===== config.mk =====
export PLATFORM = sky130hd
export DESIGN_NAME = ecl_loader
export DESIGN_NICKNAME = d
export VERILOG_FILES = /design/src/ecl_pkg.sv /design/src/ecl_loader.sv /design/src/ecl_tag_board.sv
export VERILOG_INCLUDE_DIRS = /design/src /design/src/src
export SDC_FILE = /design/constraint.sdc
export NUM_CORES = 1
export LEC_CHECK = 0
export BUFFER_PORTS_ARGS = -buffer_cell sky130_fd_sc_hd__buf_2
export CORE_MARGIN = 3
export CORE_UTILIZATION = 56
export CTS_BUF_LIST = sky130_fd_sc_hd__clkbuf_16
export DETAILED_ROUTE_END_ITERATION = 8
export GPL_TIMING_DRIVEN = 0
export PLACE_DENSITY_LB_ADDON = 0.25
export REMOVE_ABC_BUFFERS = 1
export SYNTH_ARGS = -nofsm -noshare
export SYNTH_HDL_FRONTEND = slang
export SYNTH_HIERARCHICAL = 1
export SYNTH_SLANG_ARGS = --single-unit

===== constraint.sdc =====
create_clock -name aclk -period 3.8 [get_ports aclk]
set_clock_uncertainty 0.15 [all_clocks]
set_input_delay 0.19 -clock aclk [delete_from_list [all_inputs] [get_ports aclk]]
set_output_delay 0.19 -clock aclk [all_outputs]
set_load 0.01 [all_outputs]

===== src/ecl_params.svh =====
`ifndef ECL_PARAMS_SVH
`define ECL_PARAMS_SVH

// ----------------------------------------------------------------
// Register indices (byte address is four times the index)
// ----------------------------------------------------------------
`define ECL_IDX_COND 14'h0E01
`define ECL_IDX_SAVE 14'h0E02
`define ECL_IDX_LOAD 14'h0E03
`define ECL_IDX_STAT 14'h0E04

// ----------------------------------------------------------------
// Fields and reset values
// ----------------------------------------------------------------
`define ECL_SAVE_GO_BIT 0
`define ECL_LOAD_GO_BIT 1
`define ECL_COND_RST 8'h00
`define ECL_EE_BYTES 2048

// ----------------------------------------------------------------
// Instruction codes
// ----------------------------------------------------------------
`define ECL_OP_DATA_HI 8'h7F
`define ECL_OP_CAL 8'h0A
`define ECL_OP_IOUPD 8'h80
`define ECL_OP_NULL 8'hB0
`define ECL_OP_TAG_HI 8'hCF
`define ECL_OP_PAUSE 8'hFE
`define ECL_OP_END 8'hFF

// ----------------------------------------------------------------
// Strap levels and bus answers
// ----------------------------------------------------------------
`define ECL_STRAP_LOW 2'h0
`define ECL_STRAP_OPEN 2'h1
`define ECL_STRAP_HIGH 2'h2
`define ECL_RESP_OKAY 2'h0
`define ECL_RESP_SLVERR 2'h2

`endif


===== src/ecl_pkg.sv =====
package ecl_pkg;

   typedef enum logic [3:0] {
      ECL_IDLE = 4'h1,
      ECL_FETCH = 4'h2,
      ECL_WAIT = 4'h4,
      ECL_UPLD = 4'h8
   } ecl_state_e;

   typedef enum logic [4:0] {
      ECL_PH_OPC = 5'h01,
      ECL_PH_AHI = 5'h02,
      ECL_PH_ALO = 5'h04,
      ECL_PH_DAT = 5'h08,
      ECL_PH_CSM = 5'h10
   } ecl_phase_e;

   typedef struct packed {
      logic en;
      logic [15:0] addr;
      logic [7:0] data;
   } ecl_regwr_s;

   typedef struct packed {
      logic rd;
      logic wr;
      logic [10:0] addr;
      logic [7:0] wdata;
   } ecl_eereq_s;

endpackage


===== src/ecl_loader.sv =====
`timescale 1ns/1ps
`default_nettype none
`include "ecl_params.svh"
// Function
// - Upload copies condition bytes unchanged
// - Condition and end codes always execute
// - Condition zero executes every instruction
// - Strap pins give conditions 1-8, or 0 when both are open
// - Nonzero override nibble beats strap condition
// - Strap condition captured once after reset
// - B1..CF tag matching condition
// - B0 clears whole tag board
// - With tags, execute only when tagged
// - Untagged: execute every instruction
// - Many tags may stand together
// - 0x80 I/O update, 0x0A calibrate
// - Automatic download after power-up unless both straps are open
// - Store holds 2048 bytes at most
// - Data instruction spans N plus five bytes
// - Data moves value plus one, ascending
// - Checksum mismatch in an executed block faults, else complete
module ecl_loader #(
   parameter int EE_BYTES = `ECL_EE_BYTES
) (
   input wire logic aclk,
   input wire logic aresetn,
   input wire logic [15:0] awaddr,
   input wire logic awvalid,
   output logic awready,
   input wire logic [31:0] wdata,
   input wire logic [3:0] wstrb,
   input wire logic wvalid,
   output logic wready,
   output logic [1:0] bresp,
   output logic bvalid,
   input wire logic bready,
   input wire logic [15:0] araddr,
   input wire logic arvalid,
   output logic arready,
   output logic [31:0] rdata,
   output logic [1:0] rresp,
   output logic rvalid,
   input wire logic rready,
   input wire logic [1:0] strap_pin_low,
   input wire logic [1:0] strap_pin_high,
   output ecl_pkg::ecl_eereq_s ee_req,
   input wire logic ee_rvalid,
   input wire logic [7:0] ee_rdata,
   input wire logic up_valid,
   input wire logic [7:0] up_byte,
   output logic up_ready,
   output ecl_pkg::ecl_regwr_s regmap_wr,
   output logic io_update,
   output logic sysclk_cal
);
   import ecl_pkg::*;

   // ----------------------------------------------------------------
   // Helpers
   // ----------------------------------------------------------------
   function automatic logic ecl_hit(input logic [15:0] a, input logic [13:0] idx);
      return a == {idx, 2'b00};
   endfunction

   // strap encoding, 1 to 8, both open gives 0
   // Unknown code 3 is read as high so the result never passes 8
   function automatic logic [3:0] ecl_strap_cond(input logic [1:0] hi, input logic [1:0] lo);
      logic [3:0] h;
      logic [3:0] l;
      logic [3:0] v;
      h = (hi > `ECL_STRAP_HIGH) ? 4'h2 : {2'b00, hi};
      l = (lo > `ECL_STRAP_HIGH) ? 4'h2 : {2'b00, lo};
      v = 4'((h * 4'h3) + l);
      if (hi == `ECL_STRAP_OPEN && lo == `ECL_STRAP_OPEN) begin
         return 4'h0;
      end
      return (v < 4'h4) ? 4'(v + 4'h1) : v;
   endfunction

   // ----------------------------------------------------------------
   // Register slave state
   // ----------------------------------------------------------------
   logic awready_ff, wready_ff, bvalid_ff, arready_ff, rvalid_ff;
   logic nxt_awready, nxt_wready, nxt_bvalid, nxt_arready, nxt_rvalid;
   logic aw_got_ff, w_got_ff, nxt_aw_got, nxt_w_got;
   logic [15:0] wa_addr_ff, nxt_wa_addr;
   logic [7:0] wd_ff, nxt_wd;
   logic wd_en_ff, nxt_wd_en;
   logic [1:0] bresp_ff, nxt_bresp, rresp_ff, nxt_rresp;
   logic [31:0] rdata_ff, nxt_rdata;
   logic [7:0] ovr_ff, nxt_ovr;
   logic save_go, load_go;

   // ----------------------------------------------------------------
   // Engine state
   // ----------------------------------------------------------------
   ecl_state_e state_ff, nxt_state;
   ecl_phase_e phase_ff, nxt_phase;
   logic [11:0] rd_ptr_ff, nxt_rd_ptr, up_ptr_ff, nxt_up_ptr;
   logic [7:0] cnt_ff, nxt_cnt, sum_ff, nxt_sum;
   logic [15:0] tgt_ff, nxt_tgt;
   logic exec_ff, nxt_exec, fault_ff, nxt_fault, done_ff, nxt_done;
   logic ovf_ff, nxt_ovf, strap_done_ff, nxt_strap_done, auto_ff, nxt_auto;
   logic [3:0] pin_initial_condition_ff, nxt_pin_initial_condition;
   ecl_eereq_s ee_req_ff, nxt_ee_req;
   ecl_regwr_s regwr_ff, nxt_regwr;
   logic ioupd_ff, nxt_ioupd, cal_ff, nxt_cal, up_ready_ff, nxt_up_ready;
   logic tag_clr, tag_set;
   logic [4:0] tag_idx;
   logic [31:0] tags;
   logic [3:0] cond;
   logic tag_any, exec_now, opc_take;
   logic [11:0] ee_max;

   assign ee_max = 12'(EE_BYTES);
   assign cond = (ovr_ff[3:0] != 4'h0) ? ovr_ff[3:0] : pin_initial_condition_ff;
   assign tag_any = |tags[31:1];
   assign exec_now = (cond == 4'h0) || !tag_any || tags[cond];
   assign opc_take = state_ff == ECL_WAIT && phase_ff == ECL_PH_OPC && ee_rvalid;

   ecl_tag_board u_tags (
      .aclk(aclk),
      .aresetn(aresetn),
      .clr(tag_clr),
      .set(tag_set),
      .set_idx(tag_idx),
      .tags(tags)
   );

   // ----------------------------------------------------------------
   // AXI4-Lite slave
   // ----------------------------------------------------------------
   always_comb begin
      nxt_aw_got = aw_got_ff;
      nxt_w_got = w_got_ff;
      nxt_wa_addr = wa_addr_ff;
      nxt_wd = wd_ff;
      nxt_wd_en = wd_en_ff;
      nxt_bvalid = bvalid_ff;
      nxt_bresp = bresp_ff;
      nxt_arready = arready_ff;
      nxt_rvalid = rvalid_ff;
      nxt_rresp = rresp_ff;
      nxt_rdata = rdata_ff;
      nxt_ovr = ovr_ff;
      save_go = 1'b0;
      load_go = 1'b0;
      if (awvalid && awready_ff) begin
         nxt_aw_got = 1'b1;
         nxt_wa_addr = awaddr;
      end
      if (wvalid && wready_ff) begin
         nxt_w_got = 1'b1;
         nxt_wd = wdata[7:0];
         nxt_wd_en = wstrb[0];
      end
      if (bvalid_ff && bready) begin
         nxt_bvalid = 1'b0;
      end
      if (aw_got_ff && w_got_ff && !bvalid_ff) begin
         nxt_aw_got = 1'b0;
         nxt_w_got = 1'b0;
         nxt_bvalid = 1'b1;
         nxt_bresp = `ECL_RESP_OKAY;
         if (ecl_hit(wa_addr_ff, `ECL_IDX_COND)) begin
            if (wd_en_ff) begin
               nxt_ovr = wd_ff;
            end
         end else if (ecl_hit(wa_addr_ff, `ECL_IDX_SAVE)) begin
            save_go = wd_en_ff && wd_ff[`ECL_SAVE_GO_BIT];
         end else if (ecl_hit(wa_addr_ff, `ECL_IDX_LOAD)) begin
            load_go = wd_en_ff && wd_ff[`ECL_LOAD_GO_BIT];
         end else if (!ecl_hit(wa_addr_ff, `ECL_IDX_STAT)) begin
            nxt_bresp = `ECL_RESP_SLVERR;
         end
      end
      nxt_awready = !nxt_aw_got && !nxt_bvalid;
      nxt_wready = !nxt_w_got && !nxt_bvalid;
      if (rvalid_ff && rready) begin
         nxt_rvalid = 1'b0;
         nxt_arready = 1'b1;
      end
      if (arvalid && arready_ff) begin
         nxt_arready = 1'b0;
         nxt_rvalid = 1'b1;
         nxt_rresp = `ECL_RESP_OKAY;
         nxt_rdata = 32'h00000000;
         if (ecl_hit(araddr, `ECL_IDX_COND)) begin
            nxt_rdata[7:0] = ovr_ff;
         end else if (ecl_hit(araddr, `ECL_IDX_SAVE)) begin
            nxt_rdata[`ECL_SAVE_GO_BIT] = state_ff == ECL_UPLD;
         end else if (ecl_hit(araddr, `ECL_IDX_LOAD)) begin
            nxt_rdata[`ECL_LOAD_GO_BIT] = state_ff == ECL_FETCH || state_ff == ECL_WAIT;
         end else if (ecl_hit(araddr, `ECL_IDX_STAT)) begin
            nxt_rdata[15:0] = {pin_initial_condition_ff, cond, 3'h0, ovf_ff, fault_ff,
               done_ff, state_ff == ECL_FETCH || state_ff == ECL_WAIT, state_ff == ECL_UPLD};
         end else begin
            nxt_rresp = `ECL_RESP_SLVERR;
         end
      end
   end

   always_ff @(posedge aclk) begin
      if (!aresetn) begin
         awready_ff <= 1'b1;
         wready_ff <= 1'b1;
         aw_got_ff <= 1'b0;
         w_got_ff <= 1'b0;
         wa_addr_ff <= 16'h0000;
         wd_ff <= 8'h00;
         wd_en_ff <= 1'b0;
         bvalid_ff <= 1'b0;
         bresp_ff <= `ECL_RESP_OKAY;
         arready_ff <= 1'b1;
         rvalid_ff <= 1'b0;
         rresp_ff <= `ECL_RESP_OKAY;
         rdata_ff <= 32'h00000000;
         ovr_ff <= `ECL_COND_RST;
      end else begin
         awready_ff <= nxt_awready;
         wready_ff <= nxt_wready;
         aw_got_ff <= nxt_aw_got;
         w_got_ff <= nxt_w_got;
         wa_addr_ff <= nxt_wa_addr;
         wd_ff <= nxt_wd;
         wd_en_ff <= nxt_wd_en;
         bvalid_ff <= nxt_bvalid;
         bresp_ff <= nxt_bresp;
         arready_ff <= nxt_arready;
         rvalid_ff <= nxt_rvalid;
         rresp_ff <= nxt_rresp;
         rdata_ff <= nxt_rdata;
         ovr_ff <= nxt_ovr;
      end
   end

   // ----------------------------------------------------------------
   // Download and upload engine
   // ----------------------------------------------------------------
   always_comb begin
      nxt_state = state_ff;
      nxt_phase = phase_ff;
      nxt_rd_ptr = rd_ptr_ff;
      nxt_up_ptr = up_ptr_ff;
      nxt_cnt = cnt_ff;
      nxt_sum = sum_ff;
      nxt_tgt = tgt_ff;
      nxt_exec = exec_ff;
      nxt_fault = fault_ff;
      nxt_done = done_ff;
      nxt_ovf = ovf_ff;
      nxt_auto = auto_ff;
      nxt_up_ready = up_ready_ff;
      nxt_ee_req = '0;
      nxt_regwr = '0;
      nxt_regwr.addr = regwr_ff.addr;
      nxt_ioupd = 1'b0;
      nxt_cal = 1'b0;
      tag_clr = 1'b0;
      tag_set = 1'b0;
      tag_idx = 5'h00;
      // strap caught once, first cycle after reset
      nxt_strap_done = 1'b1;
      nxt_pin_initial_condition = pin_initial_condition_ff;
      if (!strap_done_ff) begin
         nxt_pin_initial_condition = ecl_strap_cond(strap_pin_high, strap_pin_low);
         // power-up download when strap gives a condition
         nxt_auto = ecl_strap_cond(strap_pin_high, strap_pin_low) != 4'h0;
      end
      case (state_ff)
         ECL_IDLE: begin
            if (auto_ff || load_go) begin
               nxt_auto = 1'b0;
               nxt_rd_ptr = 12'h000;
               nxt_phase = ECL_PH_OPC;
               nxt_fault = 1'b0;
               nxt_done = 1'b0;
               tag_clr = 1'b1;
               nxt_state = ECL_FETCH;
            end else if (save_go) begin
               nxt_ovf = 1'b0;
               nxt_up_ready = 1'b1;
               nxt_state = ECL_UPLD;
            end
         end
         ECL_FETCH: begin
            if (rd_ptr_ff >= ee_max) begin
               nxt_fault = 1'b1;
               nxt_state = ECL_IDLE;
            end else begin
               nxt_ee_req.rd = 1'b1;
               nxt_ee_req.addr = rd_ptr_ff[10:0];
               nxt_rd_ptr = 12'(rd_ptr_ff + 12'h001);
               nxt_state = ECL_WAIT;
            end
         end
         ECL_WAIT: begin
            if (ee_rvalid) begin
               nxt_state = ECL_FETCH;
               case (phase_ff)
                  ECL_PH_OPC: begin
                     // end and condition codes ignore tags
                     if (ee_rdata == `ECL_OP_END) begin
                        nxt_done = !fault_ff;
                        nxt_state = ECL_IDLE;
                     end else if (ee_rdata == `ECL_OP_NULL) begin
                        tag_clr = 1'b1;
                     end else if (ee_rdata > `ECL_OP_NULL && ee_rdata <= `ECL_OP_TAG_HI) begin
                        tag_set = 1'b1;
                        tag_idx = 5'(ee_rdata - `ECL_OP_NULL);
                     end else if (ee_rdata == `ECL_OP_IOUPD) begin
                        nxt_ioupd = exec_now;
                     end else if (ee_rdata == `ECL_OP_CAL) begin
                        nxt_cal = exec_now;
                     // skipped blocks are still walked byte by byte
                     end else if (ee_rdata <= `ECL_OP_DATA_HI) begin
                        nxt_cnt = ee_rdata;
                        nxt_exec = exec_now;
                        nxt_sum = 8'h00;
                        nxt_phase = ECL_PH_AHI;
                     end
                  end
                  ECL_PH_AHI: begin
                     nxt_tgt[15:8] = ee_rdata;
                     nxt_phase = ECL_PH_ALO;
                  end
                  ECL_PH_ALO: begin
                     nxt_tgt[7:0] = ee_rdata;
                     nxt_phase = ECL_PH_DAT;
                  end
                  ECL_PH_DAT: begin
                     // value plus one bytes, address counting up
                     nxt_regwr.en = exec_ff;
                     nxt_regwr.addr = tgt_ff;
                     nxt_regwr.data = ee_rdata;
                     nxt_tgt = 16'(tgt_ff + 16'h0001);
                     nxt_sum = 8'(sum_ff + ee_rdata);
                     nxt_cnt = 8'(cnt_ff - 8'h01);
                     if (cnt_ff == 8'h00) begin
                        nxt_phase = ECL_PH_CSM;
                     end
                  end
                  ECL_PH_CSM: begin
                     if (exec_ff && ee_rdata != sum_ff) begin
                        nxt_fault = 1'b1;
                     end
                     nxt_phase = ECL_PH_OPC;
                  end
                  default: nxt_phase = ECL_PH_OPC;
               endcase
            end
         end
         ECL_UPLD: begin
            if (up_valid && up_ready_ff) begin
               if (up_ptr_ff >= ee_max) begin
                  nxt_ovf = 1'b1;
                  nxt_up_ready = 1'b0;
                  nxt_state = ECL_IDLE;
               end else begin
                  // bytes copied as is, no decoding
                  nxt_ee_req.wr = 1'b1;
                  nxt_ee_req.addr = up_ptr_ff[10:0];
                  nxt_ee_req.wdata = up_byte;
                  // Pause keeps the pointer so the next sequence overwrites it
                  if (up_byte != `ECL_OP_PAUSE) begin
                     nxt_up_ptr = 12'(up_ptr_ff + 12'h001);
                  end
                  if (up_byte == `ECL_OP_PAUSE || up_byte == `ECL_OP_END) begin
                     nxt_up_ready = 1'b0;
                     nxt_state = ECL_IDLE;
                  end
               end
            end
         end
         default: nxt_state = ECL_IDLE;
      endcase
   end

   always_ff @(posedge aclk) begin
      if (!aresetn) begin
         state_ff <= ECL_IDLE;
         phase_ff <= ECL_PH_OPC;
         rd_ptr_ff <= 12'h000;
         up_ptr_ff <= 12'h000;
         cnt_ff <= 8'h00;
         sum_ff <= 8'h00;
         tgt_ff <= 16'h0000;
         exec_ff <= 1'b0;
         fault_ff <= 1'b0;
         done_ff <= 1'b0;
         ovf_ff <= 1'b0;
         auto_ff <= 1'b0;
         strap_done_ff <= 1'b0;
         pin_initial_condition_ff <= 4'h0;
         ee_req_ff <= '0;
         regwr_ff <= '0;
         ioupd_ff <= 1'b0;
         cal_ff <= 1'b0;
         up_ready_ff <= 1'b0;
      end else begin
         state_ff <= nxt_state;
         phase_ff <= nxt_phase;
         rd_ptr_ff <= nxt_rd_ptr;
         up_ptr_ff <= nxt_up_ptr;
         cnt_ff <= nxt_cnt;
         sum_ff <= nxt_sum;
         tgt_ff <= nxt_tgt;
         exec_ff <= nxt_exec;
         fault_ff <= nxt_fault;
         done_ff <= nxt_done;
         ovf_ff <= nxt_ovf;
         auto_ff <= nxt_auto;
         strap_done_ff <= nxt_strap_done;
         pin_initial_condition_ff <= nxt_pin_initial_condition;
         ee_req_ff <= nxt_ee_req;
         regwr_ff <= nxt_regwr;
         ioupd_ff <= nxt_ioupd;
         cal_ff <= nxt_cal;
         up_ready_ff <= nxt_up_ready;
      end
   end

   assign awready = awready_ff;
   assign wready = wready_ff;
   assign bvalid = bvalid_ff;
   assign bresp = bresp_ff;
   assign arready = arready_ff;
   assign rvalid = rvalid_ff;
   assign rresp = rresp_ff;
   assign rdata = rdata_ff;
   assign ee_req = ee_req_ff;
   assign regmap_wr = regwr_ff;
   assign io_update = ioupd_ff;
   assign sysclk_cal = cal_ff;
   assign up_ready = up_ready_ff;
endmodule
`default_nettype wire


===== src/ecl_tag_board.sv =====
`timescale 1ns/1ps
`default_nettype none

module ecl_tag_board (
   input wire logic aclk,
   input wire logic aresetn,
   input wire logic clr,
   input wire logic set,
   input wire logic [4:0] set_idx,
   output logic [31:0] tags
);
   import ecl_pkg::*;

   logic [31:0] tags_ff;
   logic [31:0] nxt_tags;

   always_comb begin
      nxt_tags = tags_ff;
      if (clr) begin
         nxt_tags = 32'h00000000;
      end
      if (set) begin
         nxt_tags[set_idx] = 1'b1;
      end
      nxt_tags[0] = 1'b0;
   end

   always_ff @(posedge aclk) begin
      if (!aresetn) begin
         tags_ff <= 32'h00000000;
      end else begin
         tags_ff <= nxt_tags;
      end
   end

   assign tags = tags_ff;

endmodule
`default_nettype wire

-- Word level (Yosys, flattened, before mapping)
Cells that the tools add are included.
- equality and inequality tests: 54
- multiply operators: 1
- mux-type cells: 136
- $add $sub $neg: 8
- reductions and logical operators: 60
- $lt $le $gt $ge: 11
- bitwise gates (word level): 13
- operators by type and width (cell ; number):
    16-bit by 14-bit equality test with 1-bit output (second input constant) ; 8
    8-bit 2-to-1 mux ; 14
    5-bit 2-to-1 mux ; 15
    32-bit 2-to-1 mux ; 2
    8-bit one-hot mux with 2 select lines ; 4
    1-bit 2-to-1 mux ; 57
    4-bit 2-to-1 mux ; 11
    8-bit equality test (second input constant) ; 5
    32-bit OR ; 1
    31-bit OR reduction ; 1
    12-bit by 1-bit adder with 12-bit output (second input constant) ; 2
    12-bit >= comparator (second input constant) ; 2
    12-bit 2-to-1 mux ; 2
    2-bit 2-to-1 mux ; 12
    12-bit one-hot mux with 2 select lines ; 1
    11-bit one-hot mux with 2 select lines ; 1
    3-bit inequality test (second input constant) ; 7
    20-bit 2-to-1 mux ; 1
    2-bit inequality test (second input constant) ; 10
    5-bit one-hot mux with 4 select lines ; 1
    19-bit 2-to-1 mux ; 1
    3-bit AND reduction ; 6
    9-bit AND reduction ; 2
    16-bit by 1-bit adder with 16-bit output (second input constant) ; 1
    other kinds (58) ; 116
- output and inout bits: 90
- register bits after elaboration: 216
- input port bits: 97
- logic and storage cells: 324

-- Depth between registers and ports, before layout
- depth in word-level cells: 14
- mapped depth: 10

-- Hierarchy
The synthesis kept the hierarchy.
- by module, submodules not included (module ; cells each ; times used ; area an instance (µm²) ; sequential area each (µm²)):
    ecl_loader ; 1061 ; 1 ; 8707.1 ; 3643.5
    ecl_tag_board ; 84 ; 1 ; 1084.8 ; 620.6

-- Least setup slack after synthesis
No wires, ideal clock.
- path type: reg2reg
- from: register state_ff[3]
- to: register u_tags.tags_ff[11] (netlist: u_tags/tags[11])
- path slack: 0.818 ns
- stages on the path, launching flop included: 10
- arrival time: 2.715 ns
- path buffers: 2
- data required time: 3.533 ns
- path through: dfxtp_1 -> buf_2 -> nor4b_4 -> and2_1 -> buf_6 -> nand3_4 -> nor3b_1 -> nor2b_1 -> and4bb_2 -> a22o_1
- RTL lines (item ; RTL line ; text):
    start: declaration ; ecl_loader.sv:97 ; ecl_state_e state_ff, nxt_state;
    start signal: assignment ; ecl_loader.sv:401 ; state_ff <= nxt_state;
    4-bit by 3-bit equality test with 1-bit output ; ecl_loader.sv:270 ; case (state_ff)
    1-bit 2-to-1 mux ; ecl_loader.sv:270 ;
    net tag_set ; ecl_loader.sv:108 ; logic tag_clr, tag_set;
    32-bit 2-to-1 mux ; ecl_tag_board.sv:22 ; if (set) begin
    end signal: assignment ; ecl_tag_board.sv:32 ; tags_ff <= nxt_tags;
    end: declaration ; ecl_tag_board.sv:14 ; logic [31:0] tags_ff;
The timed path passes the listed nets, and every way through them passes these cells.
A chain may end at the register's enable or synchronous reset.

-- Worst setup path after layout
- from: register state_ff[2]
- to: register u_tags.tags_ff[9] (netlist: u_tags/tags[9])
The elaborated chain is that of the path after synthesis.

==> flow_summary.ini <==
[sta]
post-route-min-period_ps = 3456
worst_pin_slew_ps = 1301
hold-worst-slack_ps = 22.14
final.period_utilization = 0.9094
timing.slew.headroom = 0.1330
rsz_0062_raised_after_global_routing = false
setup_violations = 0
worst_slack_ps = 344.4
fin_setup_tns_ps = 0
max_clock_freq_ghz = 0.2894
final-hold-violation-count = 0
timing.final.max_slew_violations = 0

[power_and_ir_drop]
max-vdd-ir-drop_v = 0.0003880
pwr_density_cell_mw_per_mm2 = 419.3
power.leakage_nw = 4.568

[global_route]
via_count_of_the_first_global_routing_pass = 8360
grt_util_all_layers = 0.2475
met1_usage = 0.3399
gr-usage-met3 = 0.03591
globalRoute.totalOverflow = 0
globalRoute.busiestLayer = met2
grt_pass1_wl_um = 40900
grt_antenna_before_repair = 0
largest_net_degree_at_the_start_of_global_routing = 79
groute.layer.met2.usage = 0.4150

[setup_path]
cp.required_ps = 4040
ff2ff_path_depth = 7
endpoint_kind = flip-flop
cp_cell_sequence = nor4b_4 > and2_1 > nand3_4 > nor3b_2 > nor2b_1 > and4bb_2 > a22o_1
critical_path.top_delay_family = simple AND/OR/NAND/NOR gates
worst-setup-path-type = reg -> reg
worstPathMaxFanout = 13
timing.critical_path.slowest_stage_cell = nor3b_2
cp.arrival_ps = 3690
crit_path_max_incr_delay_ps = 590
worst_setup_path_start_kind = flip-flop
critical_path.reg2reg.endpoint = u_tags/tags[9]
critical_path.reg2reg.startpoint = state_ff[2]
path_buf_inv = 0
worst-r2r-setup-slack_ps = 340

[cells_and_area]
design_area_mm2 = 0.01168
insertedDiodeCount = 0
multi_input_comb_area_mm2 = 0.005084
num-fill-cells = 1374
layout.nets = 1413
layout.area.seq_mm2 = 0.004264
drive_above_1_share = 0.1653
area_growth_syn_to_layout_pct = 19.46

[floorplan]
pin_count = 187
die_height_um = 138.2
initial_core_util = 0.5815
rows = 47
design.die.area_mm2 = 0.01909
core_region_area_mm2 = 0.01682
die_w_um = 138.2

[synth]
synthCells = 1143
post_synth.cell_area_avg_um2 = 8.557
synth.yosys.warnings = 6
syn-cell-area_mm2 = 0.009781

[clocking]
path_clk_slew_ps = 60
clockRootBuffer = clkbuf_16
clock_tree.htree_level_count = 1
cts_tree = done
postCtsSetupBuffers = 0
clockBufferDepth = 3
worst_skew_pair.late_latency_ps = 500
clock_buffers_created_by_tritoncts = 22
clock-sinks = 213

[min_path]
min_path_cells = 5
hold_crit_start = araddr[6]
hold_path.class = in -> reg
min_to = rdata[5]

[place]
routabilityCongestion = 0.8687
detailed_placement_hpwl_um = 16380
placement.setup.worst_slack_ps = 77.71
post_dp_cell_area_mm2 = 0.01044
port_buffers = 141

[routing]
drt-vias-per-instance = 5.777
post_drt_wl_per_cell_um = 16.08
num_vias = 8856
drtIter0Drc = 623
totalWireLength_um = 24650
drt_first_pass_iters = 5
detail-route-antenna-nets = 0
detail_route.drc_violations = 0

[outcome]
run_status = finished, final reports clean

[job]
maxCapViolCount = 0
==> cell type report <==
class | count | area share
Inverter | 19 | 0.006318
Multi-Input combinational cell | 847 | 0.4351
Sequential cell | 213 | 0.3650
Clock buffer | 23 | 0.04926
Timing Repair Buffer | 194 | 0.1077
Clock inverter | 17 | 0.01306
Tap cell | 220 | 0.02356
==> power breakdown <==
group	switching, W	total, W	leakage, nW	internal (W)
combinational	0.000245	0.000419	2.47	0.000174
clock	0.000867	0.00216	0.377	0.00130
sequential	0.0000405	0.00232	1.72	0.00228
total	0.00115	0.00490	4.57	0.00375
==> cells in the final DEF (no fill, tap or decap), drive strengths merged, types with 12 or more instances in the layout <==
cell type	instances
ha	18
inv	24
nand3	43
a211oi	12
nor2	96
dlygate4sd3	51
and2	19
a21oi	116
o21ai	52
buf	143
clkbuf	23
nor3	16
a22o	15
xor2	20
conb	18
o2bb2ai	16
a22oi	22
and3	21
nand4	14
nand2	175
xnor2	13
nor4	19
dfxtp	213
==> registers in the layout (all words and copies together), names as in the netlist, 4 cells and up <==
name	cells
sum_ff	8
regmap_wr	25
tgt_ff	16
ee_req	21
pin_initial_condition_ff	4
rdata	16
u_tags/tags	31
cnt_ff	8
state_ff	4
wd_ff	8
wa_addr_ff	16
phase_ff	5
ovr_ff	8
rd_ptr_ff	12
up_ptr_ff	12
==> worst reg2reg max path, stage by stage (launching register included) <==
cell and delay, ps:
dfxtp_1 460, nor4b_4 440, and2_1 440, nand3_4 190, nor3b_2 590, nor2b_1 540, and4bb_2 340, a22o_1 200
==> metal layers <==
metal | wire length [um] | part of all wire | vias up
met1 | 10990 | 0.45 | 4146
met5 | 0 | 0 | -
met2 | 11750 | 0.48 | 299
met3 | 1568 | 0.064 | 26
li1 | - | - | 4385
met4 | 350 | 0.014 | 0
==> worst max path at each step <==
| stage | from | endpoint | cells after the start |
|---|---|---|---|
| final | state_ff[2] | u_tags/tags[9] | 7 |
| after global routing | state_ff[2] | u_tags/tags[9] | 7 |
| after CTS | state_ff[3] | u_tags/tags[8] | 7 |
| after detailed placement | state_ff[3] | u_tags/tags[8] | 7 |
| after global placement | state_ff[3] | u_tags/tags[9] | 7 |
| after floorplan | state_ff[3] | u_tags/tags[11] | 7 |
==> metrics by stage <==
step                        util  power, W  std cells
after floorplan                -  0.002592       1079
after global placement    0.6179  0.002726       1440
after detailed placement  0.6207  0.002738       1442
after CTS                 0.6944  0.004932       1533
after global routing      0.6947  0.005073       1533
final                     0.6947  0.004899       1533
==> repair_timing <==
| item | 4_1_cts | 5_1_grt |
|---|---|---|
| hold endpoints to repair | 61 | 0 |
| setup endpoints to repair | 0 | 31 |
| hold buffers | 51 | 0 |
| resized for setup | 0 | 1 |
Power figures use the tool's default switching activity.
